`config.mk`:
```
export PLATFORM = sky130hd
export DESIGN_NAME = gpz_top
export DESIGN_NICKNAME = d
export VERILOG_FILES = /design/src/hw/gpz_pkg.sv /design/src/hw/gpz_top.sv /design/src/hw/gpz_sync.sv /design/src/hw/gpz_pin.sv
export SDC_FILE = /design/constraint.sdc
export NUM_CORES = 1
export LEC_CHECK = 0
export BUFFER_PORTS_ARGS = -buffer_cell sky130_fd_sc_hd__buf_4
export CORE_AREA = 8 8 114 116
export CTS_CLUSTER_DIAMETER = 50
export CTS_CLUSTER_SIZE = 10
export DETAILED_ROUTE_END_ITERATION = 7
export DIE_AREA = 0 0 122 124
export PLACE_DENSITY = 0.85
export SETUP_SLACK_MARGIN = 0.15
export SYNTH_ARGS = -nofsm -noshare
export SYNTH_HDL_FRONTEND = slang
export SYNTH_HIERARCHICAL = 1
export SYNTH_SLANG_ARGS = --single-unit
```
`constraint.sdc`:
```
create_clock -name mclk -period 1.6 [get_ports mclk]
set_input_delay 0.08 -clock mclk [delete_from_list [all_inputs] [get_ports mclk]]
set_output_delay 0.08 -clock mclk [all_outputs]
set_load 0.01 [all_outputs]
```
`src/hw/gpz_pkg.sv`:
```
// Constants and register map of the port zero and one block
package gpz_pkg;
  localparam logic [2:0] ADDR_P0_LATCH   = 3'h0;
  localparam logic [2:0] ADDR_P0_DIR     = 3'h1;
  localparam logic [2:0] ADDR_P0_PULLUP  = 3'h2;
  localparam logic [2:0] ADDR_ANALOG_DIS = 3'h3;
  localparam logic [2:0] ADDR_THRESHOLD  = 3'h4;
  localparam logic [2:0] ADDR_P1_LATCH   = 3'h5;
  localparam logic [2:0] ADDR_P1_DIR     = 3'h6;
  localparam logic [2:0] ADDR_STANDBY    = 3'h7;
  localparam logic [7:0] RESET_BYTE      = 8'h00;
  localparam logic [7:0] ANALOG_MASK     = 8'h3f;
  localparam int         THRESH_BIT      = 2;
  localparam int         CMOS_PIN        = 4;
  localparam int         P1_PIN          = 2;
  localparam int         FLOAT_BIT       = 0;
  localparam logic       P1_OPEN_DRAIN   = 1'b0;
endpackage

```
`src/hw/gpz_top.sv`:
```
// Port zero and port one register file and pin control
`timescale 1ns/1ps
module gpz_top (
  // Clock and reset
  input  wire logic       mclk,
  input  wire logic       rst_n,
  // Register port
  input  wire logic [2:0] addr,
  input  wire logic [7:0] wdata,
  input  wire logic       wr,
  input  wire logic       rd,
  input  wire logic       rd_rmw,
  output logic      [7:0] rdata,
  // Standby state from the clock controller
  input  wire logic       stop_or_watch,
  // Port zero pins
  input  wire logic [7:0] p0_in,
  output logic      [7:0] p0_out,
  output logic      [7:0] p0_oe,
  output logic      [7:0] p0_pu,
  output logic      [7:0] p0_cmos_sel,
  // Port zero peripheral and interrupt side
  input  wire logic [7:0] p0_per_oe,
  input  wire logic [7:0] p0_per_out,
  input  wire logic [7:0] p0_irq_en,
  output logic      [7:0] p0_level,
  // Port one pin two
  input  wire logic       p1_in,
  output logic            p1_out,
  output logic            p1_oe,
  input  wire logic       p1_per_oe,
  input  wire logic       p1_per_out,
  output logic            p1_level
);
  typedef struct packed {
    logic [7:0] p0_latch;
    logic [7:0] p0_dir;
    logic [7:0] p0_pull;
    logic [7:0] analog_dis;
    logic [7:0] thresh;
    logic [7:0] p1_latch;
    logic [7:0] p1_dir;
    logic [7:0] standby;
    logic [7:0] rdata;
    logic [7:0] p0_out;
    logic [7:0] p0_oe;
    logic [7:0] p0_pu;
    logic [7:0] p0_cmos;
    logic [7:0] p0_level;
    logic       p1_out;
    logic       p1_oe;
    logic       p1_level;
    logic       in_reset;
  } gpz_top_s;

  gpz_top_s   st;
  gpz_top_s   next_st;
  logic [7:0] p0_sync;
  logic [0:0] p1_sync;
  logic       float_act;
  logic [7:0] dig_en;
  logic [7:0] po_out;
  logic [7:0] po_oe;
  logic [7:0] po_pu;
  logic [7:0] po_gate;
  logic       q_out;
  logic       q_oe;
  logic       q_gate;
  logic [7:0] p0_read;
  logic [7:0] p1_read;

  // Synchronise pin levels before any logic reads them
  gpz_sync #(.W(8)) u_sync0 (
    .mclk  (mclk),
    .rst_n (rst_n),
    .d     (p0_in),
    .q     (p0_sync)
  );
  gpz_sync #(.W(1)) u_sync1 (
    .mclk  (mclk),
    .rst_n (rst_n),
    .d     (p1_in),
    .q     (p1_sync)
  );

  // Standby float and digital input enables
  assign float_act = stop_or_watch & st.standby[gpz_pkg::FLOAT_BIT];
  assign dig_en    = st.analog_dis | ~gpz_pkg::ANALOG_MASK;

  // Per-pin decisions for port zero
  genvar i;
  generate
    for (i = 0; i < 8; i++) begin : g_pin
      gpz_pin u_pin (
        .latch      (st.p0_latch[i]),
        .dir        (st.p0_dir[i]),
        .pull_en    (st.p0_pull[i]),
        .dig_en     (dig_en[i]),
        .open_drain (1'b0),
        .per_oe     (p0_per_oe[i]),
        .per_out    (p0_per_out[i]),
        .float_act  (float_act),
        .irq_en     (p0_irq_en[i]),
        .pad_out    (po_out[i]),
        .pad_oe     (po_oe[i]),
        .pad_pu     (po_pu[i]),
        .gate_en    (po_gate[i])
      );
    end
  endgenerate

  // Port one pin two decision
  gpz_pin u_pin1 (
    .latch      (st.p1_latch[gpz_pkg::P1_PIN]),
    .dir        (st.p1_dir[gpz_pkg::P1_PIN]),
    .pull_en    (1'b0),
    .dig_en     (1'b1),
    .open_drain (gpz_pkg::P1_OPEN_DRAIN),
    .per_oe     (p1_per_oe),
    .per_out    (p1_per_out),
    .float_act  (float_act),
    .irq_en     (1'b0),
    .pad_out    (q_out),
    .pad_oe     (q_oe),
    .pad_pu     (),
    .gate_en    (q_gate)
  );

  // Read values: latch for output pins or read-modify-write, else gated pin level
  always_comb begin
    for (int b = 0; b < 8; b++) begin
      if (rd_rmw || (st.p0_dir[b] && !p0_per_oe[b])) begin
        p0_read[b] = st.p0_latch[b];
      end else begin
        p0_read[b] = p0_sync[b] & po_gate[b];
      end
    end
    p1_read = 8'h00;
    if (rd_rmw || (st.p1_dir[gpz_pkg::P1_PIN] && !p1_per_oe)) begin
      p1_read[gpz_pkg::P1_PIN] = st.p1_latch[gpz_pkg::P1_PIN];
    end else begin
      p1_read[gpz_pkg::P1_PIN] = p1_sync[0] & q_gate;
    end
  end

  // Register writes, read mux and registered pin outputs
  always_comb begin
    next_st = st;
    next_st.in_reset = 1'b0;
    if (wr) begin
      case (addr)
        gpz_pkg::ADDR_P0_LATCH:   next_st.p0_latch   = wdata;
        gpz_pkg::ADDR_P0_DIR:     next_st.p0_dir     = wdata;
        gpz_pkg::ADDR_P0_PULLUP:  next_st.p0_pull    = wdata;
        gpz_pkg::ADDR_ANALOG_DIS: next_st.analog_dis = wdata & gpz_pkg::ANALOG_MASK;
        gpz_pkg::ADDR_THRESHOLD:  next_st.thresh     = wdata;
        gpz_pkg::ADDR_P1_LATCH:   next_st.p1_latch   = wdata;
        gpz_pkg::ADDR_P1_DIR:     next_st.p1_dir     = wdata;
        gpz_pkg::ADDR_STANDBY:    next_st.standby    = wdata;
        default:                  next_st.standby    = st.standby;
      endcase
    end
    next_st.rdata = 8'h00;
    if (rd) begin
      case (addr)
        gpz_pkg::ADDR_P0_LATCH:   next_st.rdata = p0_read;
        gpz_pkg::ADDR_P0_DIR:     next_st.rdata = st.p0_dir;
        gpz_pkg::ADDR_P0_PULLUP:  next_st.rdata = st.p0_pull;
        gpz_pkg::ADDR_ANALOG_DIS: next_st.rdata = st.analog_dis;
        gpz_pkg::ADDR_THRESHOLD:  next_st.rdata = st.thresh;
        gpz_pkg::ADDR_P1_LATCH:   next_st.rdata = p1_read;
        gpz_pkg::ADDR_P1_DIR:     next_st.rdata = st.p1_dir;
        gpz_pkg::ADDR_STANDBY:    next_st.rdata = st.standby;
        default:                  next_st.rdata = 8'h00;
      endcase
    end
    next_st.p0_out   = po_out;
    next_st.p0_oe    = po_oe;
    next_st.p0_pu    = po_pu;
    next_st.p0_level = p0_sync & po_gate;
    next_st.p0_cmos  = 8'h00;
    next_st.p0_cmos[gpz_pkg::CMOS_PIN] = st.thresh[gpz_pkg::THRESH_BIT];
    next_st.p1_out   = q_out;
    next_st.p1_oe    = q_oe;
    next_st.p1_level = p1_sync[0] & q_gate;
    if (!rst_n) begin
      next_st            = '0;
      next_st.p0_latch   = gpz_pkg::RESET_BYTE;
      next_st.p0_dir     = gpz_pkg::RESET_BYTE;
      next_st.p0_pull    = gpz_pkg::RESET_BYTE;
      next_st.analog_dis = gpz_pkg::RESET_BYTE;
      next_st.thresh     = gpz_pkg::RESET_BYTE;
      next_st.p1_latch   = gpz_pkg::RESET_BYTE;
      next_st.p1_dir     = gpz_pkg::RESET_BYTE;
      next_st.standby    = gpz_pkg::RESET_BYTE;
      next_st.in_reset   = 1'b1;
    end
  end

  // State register
  always_ff @(posedge mclk) begin
    st <= next_st;
  end

  assign rdata       = st.rdata;
  assign p0_out      = st.p0_out;
  assign p0_oe       = st.p0_oe;
  assign p0_pu       = st.p0_pu;
  assign p0_cmos_sel = st.p0_cmos;
  assign p0_level    = st.p0_level;
  assign p1_out      = st.p1_out;
  assign p1_oe       = st.p1_oe;
  assign p1_level    = st.p1_level;

  // Checks on register and pin behaviour
  // Reset clears direction and analog-disable bits
  a_reset_clears_dir: assert property (@(posedge mclk)
    !rst_n |=> st.p0_dir == 8'h00 && st.analog_dis == 8'h00)
    else $error("direction or analog bits not cleared by reset");
  // Pins float and input gates stay shut while the reset state is held
  a_reset_pins_float: assert property (@(posedge mclk)
    st.in_reset |-> p0_oe == 8'h00 && p0_level == 8'h00 && !p1_oe && !p1_level)
    else $error("pins driven after reset");
  // Forced float releases every pad
  a_float_no_drive: assert property (@(posedge mclk) disable iff (!rst_n)
    float_act |=> p0_oe == 8'h00 && !p1_oe)
    else $error("pin driven in forced float");
  // Without peripherals the enables follow the direction bits
  a_out_follows_dir: assert property (@(posedge mclk) disable iff (!rst_n)
    (!float_act && p0_per_oe == 8'h00) |=> p0_oe == $past(st.p0_dir))
    else $error("output enable does not follow direction");
  // Without peripherals the pad value is the latch
  a_out_latch_value: assert property (@(posedge mclk) disable iff (!rst_n)
    (p0_per_oe == 8'h00) |=> p0_out == $past(st.p0_latch))
    else $error("pin value differs from latch");
  // Read-modify-write read returns the latch
  a_rmw_reads_latch: assert property (@(posedge mclk) disable iff (!rst_n)
    (rd && rd_rmw && addr == gpz_pkg::ADDR_P0_LATCH) |=> rdata == $past(st.p0_latch))
    else $error("read-modify-write read not latch");
  // No pull-up on any pad that drives low
  a_pullup_low_off: assert property (@(posedge mclk) disable iff (!rst_n)
    (p0_pu & p0_oe & ~p0_out) == 8'h00)
    else $error("pull-up on while driving low");
  // Only pin four can select the CMOS threshold
  a_cmos_only_four: assert property (@(posedge mclk) disable iff (!rst_n)
    (p0_cmos_sel & 8'hef) == 8'h00)
    else $error("CMOS select outside pin four");
  // An enabled interrupt input on a digital pin still passes in forced float
  a_irq_path_open: assert property (@(posedge mclk) disable iff (!rst_n)
    (float_act && p0_irq_en[7] && p0_sync[7]) |=> p0_level[7])
    else $error("interrupt input blocked in float");
  // Port one reads only bit two
  a_p1_unused_zero: assert property (@(posedge mclk) disable iff (!rst_n)
    rd && addr == gpz_pkg::ADDR_P1_LATCH |=> (rdata & 8'hfb) == 8'h00)
    else $error("port one unused bits read nonzero");
  // Direction write lands in one cycle
  a_dir_write_lands: assert property (@(posedge mclk) disable iff (!rst_n)
    (wr && addr == gpz_pkg::ADDR_P0_DIR) |=> st.p0_dir == $past(wdata))
    else $error("direction write lost");
  // Latch write is stored whatever the direction
  a_latch_write_lands: assert property (@(posedge mclk) disable iff (!rst_n)
    (wr && addr == gpz_pkg::ADDR_P0_LATCH) |=> st.p0_latch == $past(wdata))
    else $error("latch write lost");
  // Pull-up write lands in one cycle
  a_pull_write_lands: assert property (@(posedge mclk) disable iff (!rst_n)
    (wr && addr == gpz_pkg::ADDR_P0_PULLUP) |=> st.p0_pull == $past(wdata))
    else $error("pull-up write lost");
  // Analog-disable write keeps only the analog-capable bits
  a_analog_write_lands: assert property (@(posedge mclk) disable iff (!rst_n)
    (wr && addr == gpz_pkg::ADDR_ANALOG_DIS) |=> st.analog_dis == ($past(wdata) & gpz_pkg::ANALOG_MASK))
    else $error("analog-disable write wrong");
  // Threshold write lands in one cycle
  a_thresh_write_lands: assert property (@(posedge mclk) disable iff (!rst_n)
    (wr && addr == gpz_pkg::ADDR_THRESHOLD) |=> st.thresh == $past(wdata))
    else $error("threshold write lost");
  // Standby float write lands in one cycle
  a_standby_write_lands: assert property (@(posedge mclk) disable iff (!rst_n)
    (wr && addr == gpz_pkg::ADDR_STANDBY) |=> st.standby == $past(wdata))
    else $error("standby write lost");
  // A pin with neither direction nor peripheral enable is never driven
  a_input_no_drive: assert property (@(posedge mclk) disable iff (!rst_n)
    1'b1 |=> (p0_oe & ~$past(st.p0_dir | p0_per_oe)) == 8'h00)
    else $error("input pin driven");
  // Peripheral output enable drives the pad
  a_per_drives_pin: assert property (@(posedge mclk) disable iff (!rst_n)
    !float_act |=> (p0_oe & $past(p0_per_oe)) == $past(p0_per_oe))
    else $error("peripheral pin not driven");
  // Peripheral value reaches the pad
  a_per_value_out: assert property (@(posedge mclk) disable iff (!rst_n)
    (p0_per_oe != 8'h00) |=> (p0_out & $past(p0_per_oe)) == ($past(p0_per_out) & $past(p0_per_oe)))
    else $error("peripheral value not on pin");
  // Normal read of a port output returns the latch
  a_out_read_latch: assert property (@(posedge mclk) disable iff (!rst_n)
    (rd && !rd_rmw && addr == gpz_pkg::ADDR_P0_LATCH) |=>
      ((rdata ^ $past(st.p0_latch)) & $past(st.p0_dir & ~p0_per_oe)) == 8'h00)
    else $error("output pin read not latch");
  // Normal read of other pins returns the gated pin level
  a_in_read_pin: assert property (@(posedge mclk) disable iff (!rst_n)
    (rd && !rd_rmw && addr == gpz_pkg::ADDR_P0_LATCH) |=>
      ((rdata ^ $past(p0_sync & po_gate)) & ~$past(st.p0_dir & ~p0_per_oe)) == 8'h00)
    else $error("input pin read not pin level");
  // Analog-selected pins that are not port outputs read low
  a_analog_read_low: assert property (@(posedge mclk) disable iff (!rst_n)
    (rd && !rd_rmw && addr == gpz_pkg::ADDR_P0_LATCH) |=>
      (rdata & ~$past(st.p0_dir & ~p0_per_oe) & ~$past(st.analog_dis) & gpz_pkg::ANALOG_MASK) == 8'h00)
    else $error("analog pin read not low");
  // Forced float holds blocked inputs low
  a_float_input_low: assert property (@(posedge mclk) disable iff (!rst_n)
    float_act |=> (p0_level & ~$past(p0_irq_en)) == 8'h00 && !p1_level)
    else $error("blocked input not low");
  // Standby without float keeps the pad enables
  a_keep_no_float: assert property (@(posedge mclk) disable iff (!rst_n)
    (stop_or_watch && !st.standby[gpz_pkg::FLOAT_BIT] && p0_per_oe == 8'h00) |=> p0_oe == $past(st.p0_dir))
    else $error("pins changed in standby without float");
  // Pull-up setting stays in effect in forced float
  a_float_pull_kept: assert property (@(posedge mclk) disable iff (!rst_n)
    float_act |=> p0_pu == $past(st.p0_pull))
    else $error("pull-up lost in forced float");
  // Pull-up never connects without its bit
  a_pullup_needs_bit: assert property (@(posedge mclk) disable iff (!rst_n)
    1'b1 |=> (p0_pu & ~$past(st.p0_pull)) == 8'h00)
    else $error("pull-up on without enable");
  // Digital pins feed their level to the interrupt side
  a_level_to_irq: assert property (@(posedge mclk) disable iff (!rst_n)
    !float_act |=> ((p0_level ^ $past(p0_sync)) & $past(st.analog_dis | ~gpz_pkg::ANALOG_MASK)) == 8'h00)
    else $error("pin level not passed to interrupt side");
  // Analog-disable bits exist only for pins zero to five
  a_analog_dis_mask: assert property (@(posedge mclk) disable iff (!rst_n)
    (st.analog_dis & ~gpz_pkg::ANALOG_MASK) == 8'h00)
    else $error("analog-disable bit above pin five");
  // Threshold bit reaches pin four select
  a_cmos_follows_sel: assert property (@(posedge mclk) disable iff (!rst_n)
    1'b1 |=> p0_cmos_sel[gpz_pkg::CMOS_PIN] == $past(st.thresh[gpz_pkg::THRESH_BIT]))
    else $error("pin four threshold select wrong");
  // Port one enable follows its direction bit
  a_p1_dir_drives: assert property (@(posedge mclk) disable iff (!rst_n)
    (!float_act && !p1_per_oe) |=> p1_oe == $past(st.p1_dir[gpz_pkg::P1_PIN]))
    else $error("port one enable wrong");
  // Port one pad value is its latch bit
  a_p1_out_latch: assert property (@(posedge mclk) disable iff (!rst_n)
    !p1_per_oe |=> p1_out == $past(st.p1_latch[gpz_pkg::P1_PIN]))
    else $error("port one value differs from latch");
  // Port one read-modify-write read returns the latch bit
  a_p1_rmw_latch: assert property (@(posedge mclk) disable iff (!rst_n)
    (rd && rd_rmw && addr == gpz_pkg::ADDR_P1_LATCH) |=> rdata[gpz_pkg::P1_PIN] == $past(st.p1_latch[gpz_pkg::P1_PIN]))
    else $error("port one read-modify-write read not latch");
endmodule

```
`src/hw/gpz_sync.sv`:
```
// Two-stage synchroniser for a vector of pin levels
`timescale 1ns/1ps
module gpz_sync #(
  parameter int W = 8
) (
  // Clock and reset
  input  wire logic         mclk,
  input  wire logic         rst_n,
  // Data
  input  wire logic [W-1:0] d,
  output logic      [W-1:0] q
);
  typedef struct packed {
    logic [W-1:0] s1;
    logic [W-1:0] s2;
  } gpz_sync_s;
  gpz_sync_s st;
  gpz_sync_s next_st;

  // Shift the asynchronous level through two stages
  always_comb begin
    next_st.s1 = d;
    next_st.s2 = st.s1;
    if (!rst_n) begin
      next_st = '0;
    end
  end

  // State register
  always_ff @(posedge mclk) begin
    st <= next_st;
  end

  assign q = st.s2;
endmodule

```
`src/hw/gpz_pin.sv`:
```
// Per-pin output, pull-up and input-gate decision
`timescale 1ns/1ps
module gpz_pin (
  // Configuration
  input  wire logic latch,
  input  wire logic dir,
  input  wire logic pull_en,
  input  wire logic dig_en,
  input  wire logic open_drain,
  // Peripheral output
  input  wire logic per_oe,
  input  wire logic per_out,
  // Standby
  input  wire logic float_act,
  input  wire logic irq_en,
  // Pin decisions
  output logic      pad_out,
  output logic      pad_oe,
  output logic      pad_pu,
  output logic      gate_en
);
  logic drive;
  logic val;

  // Output selection: peripheral wins over port latch
  always_comb begin
    val = per_oe ? per_out : latch;
    drive = per_oe | dir;
    if (!per_oe && open_drain && latch) begin
      drive = 1'b0;
    end
    if (float_act) begin
      drive = 1'b0;
    end
    pad_out = val;
    pad_oe  = drive;
    pad_pu  = pull_en & ~(drive & ~val);
    gate_en = dig_en & (~float_act | irq_en);
  end
endmodule

```
==> results of run 1 <==
## metrics by stage
step | instances | worst slack, ns | util, % | hold WS, ns
floorplan | 620 | 0.151 | - | 0.202
global placement | 798 | 0.0651 | 54.0 | 0.288
detailed placement | 798 | 0.0223 | 54.0 | 0.285
CTS | 851 | 0.142 | 61.2 | 0.00188
global route | 855 | 0.0778 | 61.6 | 0.0161
finish | 855 | 0.154 | 61.6 | 0.0111
## worst max-delay path by stage
stage	start	to	slack, ns	cells past startpoint
2_1_floorplan	st[52]	rdata[4]	0.15	5
3_3_place_gp	st[52]	rdata[2]	0.07	5
3_5_place_dp	st[52]	rdata[0]	0.02	5
4_1_cts	st[52]	rdata[2]	0.14	6
5_1_grt	st[52]	rdata[2]	0.08	6
6_report	st[52]	p0_pu[3]	0.15	4
## flip-flops by register name (all words and copies together), names as in the netlist
| register | count |
|---|---|
| dig_en | 6 |
| p1_level | 1 |
| p0_pu | 8 |
| st | 49 |
| p0_out | 8 |
| rdata | 8 |
| u_sync0/st | 8 |
| u_sync1/st | 1 |
| u_sync1/q | 1 |
| p1_out | 1 |
| p0_oe | 8 |
| p0_level | 8 |
| u_sync0/q | 8 |
| p0_cmos_sel | 1 |
| p1_oe | 1 |
## critical path, cell delays in order (launching register included)
cell and delay, ns:
dfxtp_2 0.35, and2_4 0.21, or4b_1 0.48, o311a_1 0.12, and2_1 0.16
## power breakdown
group,switching (mW),internal (mW)
logic,0.337,0.320
clock network,1.36,2.44
registers,0.0460,3.00
## layer usage
metal | global-route usage [%] | up-vias
li1 | - | 2180
met1 | 22.6 | 2164
met2 | 31.8 | 228
met3 | 6.12 | 49
met4 | 10.1 | 0
met5 | 0 | -
## final cells by class
class,count,area share (%)
Clock buffer,19,6.29
Clock inverter,13,2.29
Inverter,29,1.58
Multi-Input combinational cell,395,37.1
Sequential cell,117,34.1
Tap cell,143,2.60
Timing Repair Buffer,139,16.1
## timing repair
action | 4_1_cts | 5_1_grt
cloned | 0 | 2
setup endpoints to repair | 16 | 13
setup buffers | 0 | 2
pin swaps | 0 | 4
hold endpoints to repair | 63 | 0
hold buffers | 21 | 0
gates resized for setup | 2 | 7
==> flow_metrics.tcl, run 1 <==
set metrics [dict create \
    min_period_over_period_pct 90.4 \
    status "finished, final reports clean" \
    finalWirelength_microns 15100 \
    die-area_sq_um 15100 \
    peakVddDrop_v 0.000631 \
    mostFrequentLayoutCells "buf_4 (117), dfxtp_1 (115), nand2_1 (105)" \
    grtUsageTotal_pct 19.5 \
    timing.rr.end "p0_pu[3]" \
    final_area_sq_um 6880 \
    grt_max_degree 82 \
    power.density_nw_per_um2 1090 \
    drv_cap 0 \
    wl_met3_microns 1470 \
    clkTransAtPathRegs_ns 0.05 \
    wl_met1_microns 5970 \
    skew_ns 0.00480 \
    avgRoutedWirePerCell_microns 17.6 \
    ant_nets 0 \
    firstDrtPassIters 6 \
    hold_depth 3 \
    die_x_microns 122 \
    cts_buffer_depth 2 \
    crit_path_max_fanout 7 \
    wl_met2_microns 7050 \
    num_io_pins 103 \
    grt_pass1_vias 4528 \
    root_buffer "clkbuf_16" \
    hp-start "p0_per_out[6]" \
    p_total_mw 7.50 \
    clk_latency_ns 0.41 \
    hold_end "p0_out[6]" \
    num-fill-cells 863 \
    via_per_inst 5.40 \
    hold_viol 0 \
    num_rows 39 \
    drc 0 \
    cts_num_sinks 117 \
    syn_to_final_growth_pct 25.8 \
    rsz0062_at_grt "yes" \
    cts_buffers 17 \
    synth_area_per_cell_sq_um 9.09 \
    overflow 0 \
    synth_area_sq_um 5470 \
    cp-end-kind "flop" \
    drive_gt1_share_pct 25.6 \
    multi_input_area_sq_um 2550 \
    place.gp.congestion 0.921 \
    slew_viol_final 0 \
    worstSetupStartpointType "flop" \
    htree_levels 4 \
    grt_first_pass_wirelength_microns 22900 \
    r2r_cells 4 \
    drt_iter0_markers 398 \
    antenna_found_initial 0 \
    fmax_mhz 691 \
    diodes 0 \
    layout_commonest_cell "buf_4" \
    die_y_microns 124 \
    seqCellArea_sq_um 2340 \
    initial_core_util_pct 49.0 \
    portBuffers 95 \
    netlist_instances 602 \
    finalSetupViolations 0 \
    placed_area_sq_um 6030 \
    top_layer_used "met4" \
    r2r_start "st[52]" \
    hold_class "in -> reg" \
    synth-warning-count 6 \
    core-area_sq_um 11200 \
    critical_path_class "reg -> reg" \
    cts_tree "done" \
    power_leakage_nw 3.00 \
    detailed_place_hpwl_microns 10100 \
    r2r_setup_slack_ns 0.15 \
    cp.arrival_ns 1.75 \
    period_minus_slack_ns 1.45 \
    vias 4621 \
    tns_ns 0 \
    cp.required_ns 1.90 \
    fin_nets 751 \
]
Power figures use the tool's default switching activity.
==> run 2: changes to the inputs <==
Settings changed: ABC_AREA set to 1.
==> flow_metrics.tcl, run 2 <==
set metrics [dict create \
    via_per_inst 5.05 \
    die_y_microns 124 \
    setup_slack_ns 0.149 \
    power_leakage_nw 3.44 \
    place.gp.congestion 0.914 \
    cts_buffers 17 \
    drive_gt1_share_pct 23.1 \
    finalWirelength_microns 15100 \
    worst_pin_slew_ns 0.581 \
    critical_path_class "reg -> reg" \
    ant_nets 0 \
    cp.arrival_ns 1.79 \
    netlist_instances 775 \
    status "finished, final reports clean" \
    clkPwrFrac_pct 50.3 \
    avgRoutedWirePerCell_microns 14.8 \
    overflow 0 \
    largest_reg_flops 49 \
    p_switching_mw 1.76 \
    syn_to_final_growth_pct 27.0 \
    grt_pass1_vias 4644 \
    htree_levels 4 \
    firstDrtPassIters 6 \
    worstSetupStartpointType "flop" \
    synth_area_per_cell_sq_um 7.05 \
    clk_latency_ns 0.40 \
    cts_num_sinks 117 \
    final_util_pct 62.1 \
    antenna_found_initial 0 \
    drv_cap 0 \
    diodes 0 \
    rsz0062_at_grt "yes" \
    r2r_setup_slack_ns 0.15 \
    largest_register "st" \
    grt_max_degree 60 \
    num_io_pins 103 \
    slew_viol_final 0 \
    peakVddDrop_v 0.000709 \
    portBuffers 95 \
    mostFrequentLayoutCells "nand2_1 (149), dfxtp_1 (116), inv_1 (112)" \
    period_minus_slack_ns 1.45 \
    fmax_mhz 689 \
    synth-warning-count 6 \
    dp_slack_ns 0.166 \
    detailed_place_hpwl_microns 10000 \
    core-area_sq_um 11200 \
    crit_path_max_fanout 7 \
    tns_ns 0 \
    p_int_mw 5.88 \
    hold_viol 0 \
    layout_commonest_cell "nand2_1" \
    num_rows 39 \
    vias 5144 \
    skew_ns 0.00587 \
    initial_core_util_pct 48.9 \
    finalSetupViolations 0 \
    seqPwrFrac_pct 40.1 \
    cts_buffer_depth 2 \
    drt_iter0_markers 582 \
    synth_area_sq_um 5470 \
    cp-end-kind "flop" \
    die-area_sq_um 15100 \
    grt_first_pass_wirelength_microns 22700 \
    min_period_over_period_pct 90.7 \
    drc 0 \
    fin_nets 915 \
    hold_class "in -> reg" \
    die_x_microns 122 \
    p_comb_share_pct 9.5 \
    relSlewSlack_pct 61.2 \
    power.density_nw_per_um2 1100 \
    p_total_mw 7.64 \
    root_buffer "clkbuf_16" \
    cp.required_ns 1.94 \
    switching_share_pct 23.0 \
    cts_tree "done" \
    clkTransAtPathRegs_ns 0.05 \
    grtUsageTotal_pct 19.2 \
]
[run 2: cell count changes in the layout (fill, tap and decap cells not counted), moves of 14 or more]
cell and delta:
inv_1 +84, nor2_1 +78, nand3_1 +54, nand2_1 +44, and2_1 -34, a21boi_0 -33, a21oi_1 +27, nand2_2 +26
o21ai_0 +25, a21boi_1 -20, mux2i_1 -14, nand4_1 +14
[run 2: power groups by stage]
stage	logic [mW]	registers (mW)	clock network, mW
after global placement	0.633	3.12	0
after global routing	0.802	3.07	4.02
after detailed placement	0.642	3.12	0
final	0.729	3.07	3.85
after CTS	0.690	3.06	3.86
after floorplan	0.439	3.11	0
[run 2: area by class of cell]
class / instances / area [sq um]
sequential: 117 / 2340
inverter: 123 / 468
multi-input combinational: 468 / 2220
timing repair buffer: 136 / 1130
tap: 143 / 179
clock inverter: 9 / 125
clock buffer: 23 / 478
fill: 952 / 4230
[run 2: timing repair]
item / 4_1_cts / 5_1_grt
gates resized for setup: 0 / 40
endpoints found under the hold margin: 23 / 0
hold buffers: 22 / 0
endpoints found under the setup margin: 0 / 12
setup buffers: 0 / 7
[run 2: path summary, 6_finish.rpt]
| kind | cells after the start | to | from |
|---|---|---|---|
| max | 10 | rdata[4] | st[52] |
| min | 3 | st[95] | wdata[3] |
| max reg2reg | 10 | rdata[4] | st[52] |
| min reg2reg | 2 | u_sync0/q[0] | u_sync0/st[8] |
[run 2: worst max-delay path, stage by stage, from the launching register on]
cell        delay, ns
dfxtp_2          0.32
nand2_2          0.07
clkinvlp_4       0.11
buf_12           0.16
a21boi_4         0.17
nand2_2          0.09
inv_1            0.07
o211ai_1         0.11
nand3_1          0.13
nand2_1          0.06
nor2_2           0.10
[run 2: routing by layer]
layer  share of wire [%]  GRT usage, %
met5                   0             0
met4                 3.6          9.95
met3                  11          5.58
met2                  47          31.0
met1                  39          23.0
[run 2: metrics by stage]
stage | instances | hold WS [ns] | instance area [sq um]
3_3_place_gp | 958 | 0.263 | 5960
5_1_grt | 1019 | 0.00760 | 6940
6_report | 1019 | 0.0150 | 6940
3_5_place_dp | 958 | 0.266 | 5960
4_1_cts | 1012 | 0.00109 | 6790
2_1_floorplan | 793 | 0.172 | 5530
==> run 3: changes to the inputs <==
Settings changed: CORE_AREA 8 8 114 116 to 8 8 109 111, DIE_AREA 0 0 122 124 to 0 0 117 119, HOLD_SLACK_MARGIN set to 0.1, SYNTH_HIERARCHICAL 1 to unset.
==> flow_metrics.tcl, run 3 <==
set metrics [dict create \
    synth-warning-count 0 \
    synth-simple-area-share_pct 23.4 \
    drt_iter0_markers 639 \
    synth-xor-area-share_pct 0 \
    synth_compound_area_share_pct 13.9 \
    avgRoutedWirePerCell_microns 17.1 \
    num_rows 37 \
    finalSetupViolations 0 \
    antenna_found_initial 1 \
    hold_depth 4 \
    r2r_setup_slack_ns 0.23 \
    rsz0062_at_grt "no" \
    drv_cap 0 \
    hold_end "rdata[1]" \
    cts_buffers 17 \
    synth_cell_types 25 \
    clkTransAtPathRegs_ns 0.06 \
    period_minus_slack_ns 1.37 \
    setup_slack_ns 0.234 \
    die_y_microns 119 \
    hold_viol 0 \
    ys_async_sr_fraction_pct 0 \
    netlist_instances 637 \
    synth_edf_count 0 \
    initial_core_util_pct 48.5 \
    mostFrequentLayoutCells "dfxtp_1 (116), buf_4 (107), nand2_1 (96)" \
    r2r_start "st[52]" \
    power.density_nw_per_um2 1130 \
    yosysSeqAreaShare_pct 47.9 \
    synth_area_per_cell_sq_um 7.68 \
    synth.top_cell.area_share_pct 47.9 \
    synth.most_common_cell "dfxtp_1" \
    cp-end-kind "flop" \
    cts_num_sinks 117 \
    drc 0 \
    synth_commonest_cells "dfxtp_1 (117), nand2_1 (96), nor2_1 (93)" \
    largest_reg_flops 49 \
    syn_to_final_growth_pct 35.7 \
    fmax_mhz 732 \
    skew_ns 0.00741 \
    synth_area_leaders "dfxtp_1 (48%), buf_4 (7.5%), nand2_1 (7.4%)" \
    crit_path_max_fanout 18 \
    synth_seq_cells 117 \
    synth_adder_area_share_pct 0 \
    die_x_microns 117 \
    grt_first_pass_wirelength_microns 24300 \
    grtUsageTotal_pct 22.4 \
    largest_register "st" \
    worstSetupStartpointType "flop" \
    core-area_sq_um 10100 \
    ant_nets 0 \
    via_per_inst 5.40 \
    place.gp.congestion 0.935 \
    muxShareOfSynthArea_pct 0 \
    grt_pass1_vias 4842 \
    finalWirelength_microns 15600 \
    die-area_sq_um 13900 \
    min_period_over_period_pct 85.4 \
    drive_gt1_share_pct 20.9 \
    layout_commonest_cell "dfxtp_1" \
    cts_tree "done" \
    relSlewSlack_pct 53.1 \
    cts_buffer_depth 2 \
    vias 4913 \
    slew_viol_final 0 \
    root_buffer "clkbuf_8" \
    clk_latency_ns 0.52 \
    tns_ns 0 \
    num_io_pins 103 \
    fin_nets 812 \
    firstDrtPassIters 7 \
    overflow 0 \
    critical_path_class "reg -> reg" \
    worst_pin_slew_ns 0.701 \
    hp-start "addr[1]" \
    synth_area_sq_um 4890 \
    detailed_place_hpwl_microns 9590 \
    htree_levels 4 \
    synth_flop_cell "dfxtp_1" \
    grt_max_degree 50 \
    cp.required_ns 1.98 \
    dp_slack_ns 0.0605 \
    synth_top_family_by_area "simple AND/OR/NAND/NOR gates" \
    r2r_cells 6 \
    timing.rr.end "rdata[0]" \
    portBuffers 95 \
    synth_top_cell_by_area "dfxtp_1" \
    cp.arrival_ns 1.75 \
    power_leakage_nw 2.99 \
    peakVddDrop_v 0.000667 \
    status "finished, final reports clean" \
    hold_class "in -> reg" \
]
[run 3: cells by family after synthesis]
family,after synthesis
buf+inv,133
simple gates,261
other cells,1
flops,117
compound gates,125
[run 3: routing by layer]
metal | vias to the layer above | track usage, % | wire length, microns
met3 | 82 | 6.32 | 1690
met2 | 350 | 37.0 | 7400
met4 | 0 | 13.9 | 848
li1 | 2257 | - | -
met1 | 2224 | 24.8 | 5640
met5 | - | 0 | 0
[run 3: cell type report]
cell class	instances	area (sq um)
antenna	1	2.50
clock buffer	18	418
clock inverter	13	158
fill	738	3450
inverter	59	221
multi-input combinational	393	1860
sequential	117	2340
tap	136	170
timing repair buffer	172	1460
[run 3: how the worst max path moves through the flow]
stage / cells past startpoint / from / to / slack (ns)
6_report: 6 / st[52] / rdata[0] / 0.23
5_1_grt: 8 / st[52] / rdata[2] / 0.16
4_1_cts: 6 / st[52] / rdata[1] / 0.20
3_5_place_dp: 6 / st[52] / rdata[6] / 0.06
3_3_place_gp: 6 / st[52] / rdata[6] / 0.09
2_1_floorplan: 5 / st[52] / p0_pu[0] / 0.43
[run 3: stage by stage]
stage / utilization [%] / hold WS, ns / total power, mW / instance area, sq um / std cells
global route: 65.8 / 0.152 / 7.71 / 6640 / 909
floorplan: - / 0.178 / 3.47 / 4910 / 643
CTS: 65.6 / 0.107 / 7.47 / 6620 / 908
global placement: 53.6 / 0.261 / 3.67 / 5410 / 813
finish: 65.8 / 0.130 / 7.51 / 6640 / 909
detailed placement: 53.6 / 0.271 / 3.69 / 5410 / 813
[run 3: power breakdown]
part           internal, mW  total [mW]  leakage [nW]  switching, mW
Clock                  2.36        3.72         0.273           1.36
Combinational         0.336       0.719          1.76          0.383
Sequential             3.01        3.07         0.955         0.0543
[run 3: what timing repair did]
action                                 CTS  global route
endpoints found under the hold margin  111             0
buffers inserted                         0             0
hold buffers                            64             0
resized for setup                        1             5
setup endpoints to repair                1             6
[run 3: critical path, stage by stage (launching register included)]
cell,delay (ns)
dfxtp_2,0.35
nand2_1,0.06
buf_4,0.21
o21bai_1,0.34
nand2_1,0.09
o211ai_1,0.09
a21oi_1,0.09
